`src/hw/acl_map.svh`:
```
// register offsets, field positions, reset values for the indirect ACL path
// assumes inclusion by bare name from the access module and the testbench
//
// Functional notes
// table code 010 in ctrl0[7:5] selects rule store
// ctrl0[3:0] picks port one through five
// ctrl1[7:0] gives byte offset within entry
// data register 0xA0 moves the addressed byte
// offsets 6,7 hold station address bits 15:0
// offsets 8,9 hold the Ether Type value
// software keeps each layer in its own entry
// offset 8 is Ether Type upper byte
// matching bytes read/write, reset to zero
`ifndef ACL_MAP_SVH
`define ACL_MAP_SVH

// ==========================================================
// register offsets on the management register port
`define ACL_OFS_CTRL0 8'h6E
`define ACL_OFS_CTRL1 8'h6F
`define ACL_OFS_DATA 8'hA0

// ==========================================================
// control field positions and codes
`define ACL_TABLE_HI 7
`define ACL_TABLE_LO 5
`define ACL_PORT_HI 3
`define ACL_PORT_LO 0
`define ACL_TABLE_CODE 3'h2
`define ACL_PORT_MIN 4'h1
`define ACL_PORT_MAX 4'h5
`define ACL_CTRL0_MASK 8'hEF
`define ACL_CTRL_RESET 8'h00
`define ACL_BYTE_RESET 8'h00

// ==========================================================
// layer 2 matching byte offsets within an entry
`define ACL_OFS_ADDR_HI 8'h06
`define ACL_OFS_ADDR_LO 8'h07
`define ACL_OFS_TYPE_HI 8'h08
`define ACL_OFS_TYPE_LO 8'h09

`endif

```
`src/hw/acl_pkg.sv`:
```
// types shared by the indirect ACL access block
// assumes acl_map.svh is on the include path
package acl_pkg;
  // which layer 2 matching field the last indirect access touched
  typedef enum logic [2:0] {
    ACL_FLD_NONE,
    ACL_FLD_ADDR_HI,
    ACL_FLD_ADDR_LO,
    ACL_FLD_TYPE_HI,
    ACL_FLD_TYPE_LO,
    ACL_FLD_OTHER
  } acl_field_t;

  // source of the next read answer
  typedef enum logic [1:0] {
    ACL_SRC_ZERO,
    ACL_SRC_CTRL0,
    ACL_SRC_CTRL1,
    ACL_SRC_MEM
  } acl_rsrc_t;
endpackage

```
`src/hw/acl_byte_mem.sv`:
```
// byte memory holding every port's rule entries
// assumes a single clock; read data are registered one edge after request
`timescale 1ns/1ps
`default_nettype none
module acl_byte_mem #(
  parameter int AW = 7,
  parameter int DW = 8
) (
  input wire logic ref_clk,
  input wire logic arst_n,
  input wire logic ce,
  input wire logic we,
  input wire logic [AW-1:0] addr,
  input wire logic [DW-1:0] wdata,
  output logic [DW-1:0] rdata
);
  // ==========================================================
  // storage
  logic [DW-1:0] mem_reg [2**AW];

  // flops, not RAM: an unprogrammed entry must compare against zero
  always_ff @(posedge ref_clk or negedge arst_n) begin
    if (!arst_n) begin
      for (int i = 0; i < 2**AW; i++) begin
        mem_reg[i] <= '0;
      end
    end else if (ce && we) begin
      mem_reg[addr] <= wdata;
    end
  end

  // registered read of the current address
  always_ff @(posedge ref_clk or negedge arst_n) begin
    if (!arst_n) begin
      rdata <= '0;
    end else if (ce) begin
      rdata <= mem_reg[addr];
    end
  end
endmodule // acl_byte_mem
`default_nettype wire

```
`src/hw/acl_indirect_access.sv`:
```
// indirect byte access into the per-port ACL rule store
// assumes register port signals come from logic on ref_clk
`timescale 1ns/1ps
`default_nettype none
`include "acl_map.svh"
module acl_indirect_access
  import acl_pkg::*;
#(
  parameter int ENTRY_AW = 4,
  parameter int PORT_AW = 3
) (
  input wire logic ref_clk,
  input wire logic arst_n,
  input wire logic ce,
  input wire logic [7:0] reg_addr,
  input wire logic reg_wr,
  input wire logic reg_rd,
  input wire logic [7:0] reg_wdata,
  output logic [7:0] reg_rdata,
  output logic reg_rvalid,
  output logic ind_reject,
  output acl_field_t field_kind
);
  localparam int MAW = ENTRY_AW + PORT_AW;

  // ==========================================================
  // helpers
  // selection is usable only for the ACL table, a real port, in-entry
  function automatic logic sel_ok(input logic [7:0] c0, input logic [7:0] c1);
    logic t_ok;
    logic p_ok;
    logic o_ok;
    t_ok = c0[`ACL_TABLE_HI:`ACL_TABLE_LO] == `ACL_TABLE_CODE;
    p_ok = c0[`ACL_PORT_HI:`ACL_PORT_LO] >= `ACL_PORT_MIN &&
           c0[`ACL_PORT_HI:`ACL_PORT_LO] <= `ACL_PORT_MAX;
    o_ok = (c1 >> ENTRY_AW) == 8'h00;
    return t_ok && p_ok && o_ok;
  endfunction

  // port n entry occupies slot n-1; offset picks the byte in it
  function automatic logic [MAW-1:0] mem_index(input logic [7:0] c0,
                                               input logic [7:0] c1);
    logic [3:0] pidx;
    pidx = c0[`ACL_PORT_HI:`ACL_PORT_LO] - 4'h1;
    return {pidx[PORT_AW-1:0], c1[ENTRY_AW-1:0]};
  endfunction

  // name of the layer 2 field behind an offset
  function automatic acl_field_t field_of(input logic [7:0] c1);
    acl_field_t f;
    f = ACL_FLD_OTHER;
    if (c1 == `ACL_OFS_ADDR_HI) begin
      f = ACL_FLD_ADDR_HI;
    end else if (c1 == `ACL_OFS_ADDR_LO) begin
      f = ACL_FLD_ADDR_LO;
    end else if (c1 == `ACL_OFS_TYPE_HI) begin
      f = ACL_FLD_TYPE_HI;
    end else if (c1 == `ACL_OFS_TYPE_LO) begin
      f = ACL_FLD_TYPE_LO;
    end
    return f;
  endfunction

  // ==========================================================
  // decode
  logic [7:0] ctrl0_reg;
  logic [7:0] ctrl1_reg;
  acl_rsrc_t rsrc_reg;
  logic rd_pend_reg;
  logic hit_ctrl0;
  logic hit_ctrl1;
  logic hit_data;
  logic sel_valid;
  logic mem_we;
  logic [MAW-1:0] mem_addr;
  logic [7:0] mem_rdata;

  assign hit_ctrl0 = reg_addr == `ACL_OFS_CTRL0;
  assign hit_ctrl1 = reg_addr == `ACL_OFS_CTRL1;
  assign hit_data = reg_addr == `ACL_OFS_DATA;
  assign sel_valid = sel_ok(ctrl0_reg, ctrl1_reg);
  // a data write outside the ACL table or port range is dropped
  assign mem_we = reg_wr && hit_data && sel_valid;
  assign mem_addr = mem_index(ctrl0_reg, ctrl1_reg);

  // ==========================================================
  // indirect control registers
  always_ff @(posedge ref_clk or negedge arst_n) begin
    if (!arst_n) begin
      ctrl0_reg <= `ACL_CTRL_RESET;
    end else if (ce && reg_wr && hit_ctrl0) begin
      ctrl0_reg <= reg_wdata & `ACL_CTRL0_MASK;
    end
  end

  always_ff @(posedge ref_clk or negedge arst_n) begin
    if (!arst_n) begin
      ctrl1_reg <= `ACL_CTRL_RESET;
    end else if (ce && reg_wr && hit_ctrl1) begin
      ctrl1_reg <= reg_wdata;
    end
  end

  // ==========================================================
  // rule store
  acl_byte_mem #(
    .AW(MAW),
    .DW(8)
  ) u_mem (
    .ref_clk(ref_clk),
    .arst_n(arst_n),
    .ce(ce),
    .we(mem_we),
    .addr(mem_addr),
    .wdata(reg_wdata),
    .rdata(mem_rdata)
  );

  // ==========================================================
  // read path: memory registers first, answer one edge later
  always_ff @(posedge ref_clk or negedge arst_n) begin
    if (!arst_n) begin
      rd_pend_reg <= 1'b0;
      rsrc_reg <= ACL_SRC_ZERO;
    end else if (ce) begin
      rd_pend_reg <= reg_rd;
      if (hit_ctrl0) begin
        rsrc_reg <= ACL_SRC_CTRL0;
      end else if (hit_ctrl1) begin
        rsrc_reg <= ACL_SRC_CTRL1;
      end else if (hit_data && sel_valid) begin
        rsrc_reg <= ACL_SRC_MEM;
      end else begin
        rsrc_reg <= ACL_SRC_ZERO; // unmapped or bad selection reads 0
      end
    end
  end

  // answer register; the source is latched so ctrl writes do not race it
  always_ff @(posedge ref_clk or negedge arst_n) begin
    if (!arst_n) begin
      reg_rdata <= 8'h00;
      reg_rvalid <= 1'b0;
    end else if (ce) begin
      reg_rvalid <= rd_pend_reg;
      if (rd_pend_reg) begin
        case (rsrc_reg)
          ACL_SRC_CTRL0: reg_rdata <= ctrl0_reg;
          ACL_SRC_CTRL1: reg_rdata <= ctrl1_reg;
          ACL_SRC_MEM: reg_rdata <= mem_rdata;
          default: reg_rdata <= 8'h00;
        endcase
      end
    end
  end

  // ==========================================================
  // status: rejected indirect accesses and last field touched
  always_ff @(posedge ref_clk or negedge arst_n) begin
    if (!arst_n) begin
      ind_reject <= 1'b0;
    end else if (ce) begin
      ind_reject <= (reg_wr || reg_rd) && hit_data && !sel_valid;
    end
  end

  always_ff @(posedge ref_clk or negedge arst_n) begin
    if (!arst_n) begin
      field_kind <= ACL_FLD_NONE;
    end else if (ce && (reg_wr || reg_rd) && hit_data && sel_valid) begin
      field_kind <= field_of(ctrl1_reg);
    end
  end
endmodule // acl_indirect_access
`default_nettype wire

```
`config.mk`:
```
export PLATFORM = sky130hd
export DESIGN_NAME = acl_indirect_access
export DESIGN_NICKNAME = d
export VERILOG_FILES = /design/src/hw/acl_pkg.sv /design/src/hw/acl_byte_mem.sv /design/src/hw/acl_indirect_access.sv
export VERILOG_INCLUDE_DIRS = /design/src /design/src/hw
export SDC_FILE = /design/constraint.sdc
export NUM_CORES = 2
export LEC_CHECK = 0
export ABC_AREA = 1
export BUFFER_PORTS_ARGS = -buffer_cell sky130_fd_sc_hd__buf_2
export CORE_ASPECT_RATIO = 1.1
export CORE_MARGIN = 2
export CORE_UTILIZATION = 48
export CTS_CLUSTER_DIAMETER = 40
export DETAILED_ROUTE_END_ITERATION = 10
export PLACE_DENSITY = 0.7
export REMOVE_ABC_BUFFERS = 1
export SLEW_MARGIN = 5
export SYNTH_ARGS = -nofsm -noshare
export SYNTH_HDL_FRONTEND = slang
export SYNTH_HIERARCHICAL = 1
export SYNTH_SLANG_ARGS = --single-unit
```
`constraint.sdc`:
```
create_clock -name ref_clk -period 4.25 [get_ports ref_clk]
set_input_delay 0.6375 -clock ref_clk [delete_from_list [all_inputs] [get_ports ref_clk]]
set_output_delay 0.6375 -clock ref_clk [all_outputs]
set_load 0.005 [all_outputs]
```
## After elaboration in Yosys (flattened, before gate mapping)

Cells that the tools add are included.

- Memories: 0
- Bits in writable memories: 0
- Latch bits: 0
- Output and inout bits: 13
- Flip-flop bits (word level): 1063
- Memory bits (read-only): 0

- Bitwise operators: 1
- Muxes and demuxes: 14
- Order comparisons: 4
- Shift-type cells: 0
- Reductions and logical operators: 20
- Div/mod/pow operators: 0
- Equal/unequal tests: 11
- $mul: 0
- Add/sub/neg operators: 1

Operators with widths:

| cell | count |
|---|---|
| 1024-bit bitwise mux | 1 |
| 8-bit binary-select mux with 7-bit select | 1 |
| 8-bit demux with 7-bit select | 1 |
| 8-bit 2-to-1 mux | 3 |
| 8-bit case mux with 3 select lines | 1 |
| 8-bit by 3-bit equality test with 1-bit output, second input constant | 2 |
| 8-bit by 4-bit equality test with 1-bit output, second input constant | 2 |
| 8-bit by 7-bit equality test with 1-bit output, second input constant | 2 |
| 1-bit logical AND | 16 |
| 3-bit 2-to-1 mux | 3 |
| 8-bit equality test, second input constant | 1 |
| 8-bit greater-or-equal comparator, second input constant | 1 |
| 8-bit logical NOT | 1 |
| 8-bit by 1-bit less-than comparator with 1-bit output, second input constant | 1 |
| 7-bit NOT with 8-bit output | 1 |
| 2-bit 2-to-1 mux | 3 |
| 2-bit equality test, second input constant | 2 |
| 4-bit by 1-bit greater-or-equal comparator with 1-bit output, second input constant | 1 |
| 4-bit by 3-bit less-or-equal comparator with 1-bit output, second input constant | 1 |
| 3-bit by 2-bit equality test with 1-bit output, second input constant | 1 |
| 3-bit by 1-bit subtractor with 3-bit output, second input constant | 1 |
| 2-bit by 1-bit equality test with 1-bit output, second input constant | 1 |
| 2-bit AND reduction | 1 |
| 1-bit logical NOT | 1 |
| 2 further kinds | 2 |

## Longest topological paths before layout

- Depth in word-level cells: 8
- Depth in mapped cells: 17
- Depth with buffers taken out: 14

## Modules after synthesis

Netlist, hierarchy kept.

Modules (own cells, without submodules):

| module | times used | area an instance (um^2) | sequential area each (um^2) | cells each |
|---|---|---|---|---|
| acl_byte_mem | 1 | 48372.6 | 25824.8 | 6475 |
| acl_indirect_access | 1 | 1704.1 | 775.7 | 225 |

## Least setup slack after synthesis

Ideal clock, no wire load.

- Path kind: register -> register
- Start: register ctrl0_reg[0]
- End: register u_mem/mem_reg[453] (netlist bit)
- Setup time: 135 ps
- Stages on the path, launching flop included: 16
- Period minus slack after synthesis: 2493 ps
- Slack: 1757 ps
- Data required time: 4115 ps
- Arrival time: 2358 ps
- Buffers on the path: 2
- Cells stage by stage: dfrtp_1 inv_1 ha_1 inv_1 nand2_1 nand2_1 nand2_1 nand3_1 nor2_1 nand2_4 nor3_4 buf_4 nand2_1 clkbuf_1 nand2_1 o21ai_0

- Word-level cells in the longest chain between the ends: 7
- Elaborated cells between the ends (all ways): 15
- Those cells by class: add/sub: 1; order compare: 4; mux: 3; bitwise: 1; reduce/logical: 6

Ends and longest elaborated chain:

| item | RTL line | RTL |
|---|---|---|
| start: declaration | acl_indirect_access.sv:66 | `logic [7:0] ctrl0_reg;` |
| start signal: assignment | acl_indirect_access.sv:90 | `` ctrl0_reg <= `ACL_CTRL_RESET; `` |
| start signal: assignment | acl_indirect_access.sv:92 | `` ctrl0_reg <= reg_wdata & `ACL_CTRL0_MASK; `` |
| 3-bit by 1-bit subtractor with 3-bit output (*) | acl_indirect_access.sv:44 | `` pidx = c0[`ACL_PORT_HI:`ACL_PORT_LO] - 4'h1; `` |
| named net mem_addr[4] | acl_indirect_access.sv:75 | `logic [MAW-1:0] mem_addr;` |
| 7-bit NOT with 8-bit output (not written as such) (*) | acl_byte_mem.sv:28 | `mem_reg[addr] <= wdata;` |
| 8-bit greater-or-equal comparator (not written as such) or 8-bit by 1-bit less-than comparator with 1-bit output (tied branches) | acl_byte_mem.sv:28 |  |
| 1-bit logical AND (not written as such) | acl_byte_mem.sv:28 |  |
| 8-bit 2-to-1 mux (not written as such) | acl_byte_mem.sv:28 |  |
| 8-bit demux with 7-bit select (*) | acl_byte_mem.sv:28 |  |
| 1024-bit bitwise mux (*) | acl_byte_mem.sv:28 |  |
| end signal: indexed assignment | acl_byte_mem.sv:28 |  |
| end: declaration | acl_byte_mem.sv:19 | `logic [DW-1:0] mem_reg [2**AW];` |

The timed path passes the listed nets; every way through them passes the cells marked *.
A chain may end at the register's enable or synchronous reset.

## Worst setup path in the final report

- Start: register ctrl0_reg[0]
- End: register u_mem/mem_reg[340] (netlist bit)

The elaborated chain is that of the path after synthesis.

==> flow_summary.ini <==
[run_status]
status = complete, no violations

[drt]
drtIter0Drc = 5052
vias_per_cell = 5.51
ant_nets = 0
wire_per_inst_um = 18.6
drt_wl_total_mm = 149
vias = 44100
firstDrtPassIters = 6
drc_errors = 0

[power_and_ir_drop]
swShare = 0.232
p_int_mw = 18.2
comb_power_share = 0.033
vdd_drop_max_mv = 0.436
power.leakage_nw = 27.8
powerDensity_nw_per_um2 = 423
seq_power_share = 0.429
switchingPower_mw = 5.49
clkPwrFrac = 0.538

[clock_network]
clkSlewWorstSetupHoldPaths_ns = 0.05
worstSkewPairLatency_ns = 0.74
ctsLongestPathBuffers = 3
clkSinkCount = 1063
postCtsSetupRepairBufs = 0
cts_root_buffer = clkbuf_16
cts_tree = done
cts_made_buffers = 148
htreeDepth = 4

[logic_synthesis]
ys_seq_elements = 1063
synth_area_per_cell_sq_um = 7.47
synthesis.area_sq_um = 50100
synth.distinct_cells = 35
yosysWarnings = 6
syn_inst = 6700
yosysSeqAreaShare = 0.531

[critical_path]
critical_path_class = reg2reg
crit_family = simple AND/OR/NAND/NOR gates
timing.critical_path.slowest_cell_delay_ns = 1.02
rr_worst_depth = 14
r2r_slack_ns = 0.27
worstSetupEndpointType = register
cp_data_required_time_ns = 4.84
critPathSlowestCell = nor3_4
critPathLaunchType = register
r2r_end = u_mem/mem_reg[340]
critPathArrivalTime_ns = 4.57
critPathLaunch = ctrl0_reg[0]
crit_top_cell = nand2_1
critical_path.cell_chain = inv_1, ha_1, inv_1, nand2_1, nand2_1, nand2_1, nand3_1, nor2_1, nand2_4, nor3_4, buf_4, nand2_1, nand2_1, o21ai_0
path_max_fanout = 16
rr_startpoint = ctrl0_reg[0]
critPathBufInv = 3

[timing]
fin_crit_ns = 3.98
rsz0062_at_grt = no
fmaxAchievable_ghz = 0.251
hold_viol_final = 0
finClkSkew_ns = 0.0216
worstMarginPinSlew_ns = 1.22
min_period_over_period = 0.937
drv_slew = 0
setup_ws_ns = 0.268
holdWs_ns = 0.214
finalSetupViolCount = 0
slew_headroom = 0.187

[grt]
grt_first_pass_wirelength_mm = 238
grt_max_degree = 247
grt_pass1_vias = 41900
antenna_found_initial = 0
grt.total_usage = 0.280
gr-total-overflow = 0

[die]
die_w_um = 312
initial_core_util = 0.483
die_y_um = 343
design.core.area_sq_um = 104000
ios = 34
num_rows = 124
dieArea_sq_um = 107000

[worst_hold_path]
hp-class = in2reg
hold_path_end = rd_pend_reg
hold_start = reg_rd
hold_depth = 3

[placed_design]
finalWeightedCongestion = 0.913
io_buffers = 33
dpl.hpwl_mm = 87.1
preCtsSetupSlack_ns = 0.343

[finish]
largest_register_ffs = 1024
syn2layout_area_growth_pct = 11.8
n_antenna_cell = 0
layout-drive-gt1-share = 0.0664
fillers = 9774
nNetsFinal = 6527

[job]
cap_viol_max_count = 0
==> kinds of logic after synthesis <==
kind of cell | share of synthesized area
compound gates | 0.122
flops | 0.531
simple gates | 0.300
fa+ha+maj | 0.000500
buf+inv | 0.0460
==> layout make-up <==
| type | instances | area (sq um) | share of cell area |
|---|---|---|---|
| clock inverter | 88 | 1070 | 0.0191 |
| timing repair buffer | 109 | 1040 | 0.0185 |
| tap | 1386 | 1730 | 0.0310 |
| multi-input combinational | 5124 | 21200 | 0.378 |
| clock buffer | 184 | 4100 | 0.0732 |
| inverter | 58 | 264 | 0.00471 |
| sequential | 1063 | 26600 | 0.475 |
==> layer usage <==
layer / global-route usage / part of all wire
met1: 0.380 / 0.42
met2: 0.439 / 0.46
met3: 0.0526 / 0.081
met4: 0.122 / 0.042
met5: 0 / 0
==> worst max-delay path by stage <==
stage / to / slack [ns] / depth (start not counted)
3_3_place_gp: u_mem/mem_reg[147] / 0.31 / 12
5_1_grt: u_mem/mem_reg[528] / 0.11 / 12
6_report: u_mem/mem_reg[340] / 0.27 / 14
3_5_place_dp: u_mem/mem_reg[146] / 0.34 / 12
4_1_cts: u_mem/mem_reg[340] / 0.46 / 14
2_1_floorplan: u_mem/mem_reg[404] / -12.93 / 5
==> worst reg2reg max path, cell delays in order (launching register included) <==
cell,delay [ns]
dfrtp_1,0.42
inv_1,0.20
ha_1,0.21
inv_1,0.05
nand2_1,0.05
nand2_1,0.14
nand2_1,0.14
nand3_1,0.12
nor2_1,0.31
nand2_4,0.24
nor3_4,1.02
buf_4,0.36
nand2_1,0.30
nand2_1,0.17
o21ai_0,0.11
==> repair_timing <==
| action | CTS | global route |
|---|---|---|
| gates resized for setup | 0 | 0 |
| hold endpoints to repair | 50 | 0 |
| hold buffers | 1 | 0 |
==> stage by stage <==
step                      cells  TNS [ns]  cell area [sq um]  total power, mW   util
after floorplan            6245  -9853.87              48000             10.6      -
after global placement     7739         0              50800             11.1  0.490
after detailed placement   7739         0              50800             11.1  0.490
after CTS                  8012         0              56000             23.9  0.540
after global routing       8012         0              56000             24.4  0.540
final                      8012         0              56000             23.7  0.540
==> Yosys cell counts (all sizes together) <==
cell,instances,area (sq um)
ha,2,25.0
a22oi,3,22.5
nand4,16,100
a21oi,69,345
o21ai,1121,5670
nand3b,4,30.0
clkbuf,227,852
and2,2,12.5
nor2,110,475
dfrtp,1063,26600
o211ai,8,60.1
nand3,25,143
o21a,1,7.51
clkinv,1,3.75
nand2,3748,14100
buf,228,1230
a31oi,1,6.26
nor3,11,173
or2,3,18.8
inv,57,216
==> power groups by stage <==
| stage | logic (mW) | clock network, mW | registers [mW] |
|---|---|---|---|
| finish | 0.771 | 12.8 | 10.2 |
| global route | 0.834 | 13.4 | 10.2 |
| CTS | 0.774 | 12.9 | 10.2 |
| detailed placement | 0.771 | 0 | 10.3 |
| global placement | 0.771 | 0 | 10.3 |
| floorplan | 0.202 | 0 | 10.4 |
==> placed cells by master (no fill, tap or decap), types with 3 or more instances in the layout <==
| master | count |
|---|---|
| clkinvlp_4 | 13 |
| nor3_4 | 10 |
| buf_2 | 32 |
| clkinv_8 | 3 |
| a22oi_1 | 3 |
| clkbuf_8 | 22 |
| a21oi_1 | 69 |
| dfrtp_1 | 1060 |
| inv_4 | 9 |
| inv_6 | 16 |
| dfrtp_4 | 3 |
| buf_12 | 23 |
| nand2_2 | 5 |
| clkinv_2 | 23 |
| inv_8 | 4 |
| inv_1 | 43 |
| o21ai_1 | 38 |
| nand3_1 | 23 |
| nand3b_1 | 4 |
| bufinv_16 | 17 |
| o21ai_2 | 15 |
| clkbuf_1 | 12 |
| buf_4 | 52 |
| clkinv_4 | 12 |
| inv_2 | 3 |
| o21ai_0 | 1068 |
| nor2_4 | 3 |
| nand4_1 | 16 |
| nor2_1 | 90 |
| clkbuf_16 | 150 |
| nor2_2 | 17 |
| nand2_1 | 3742 |
| o211ai_1 | 8 |
No activity file was read; power rests on OpenSTA's default activity.
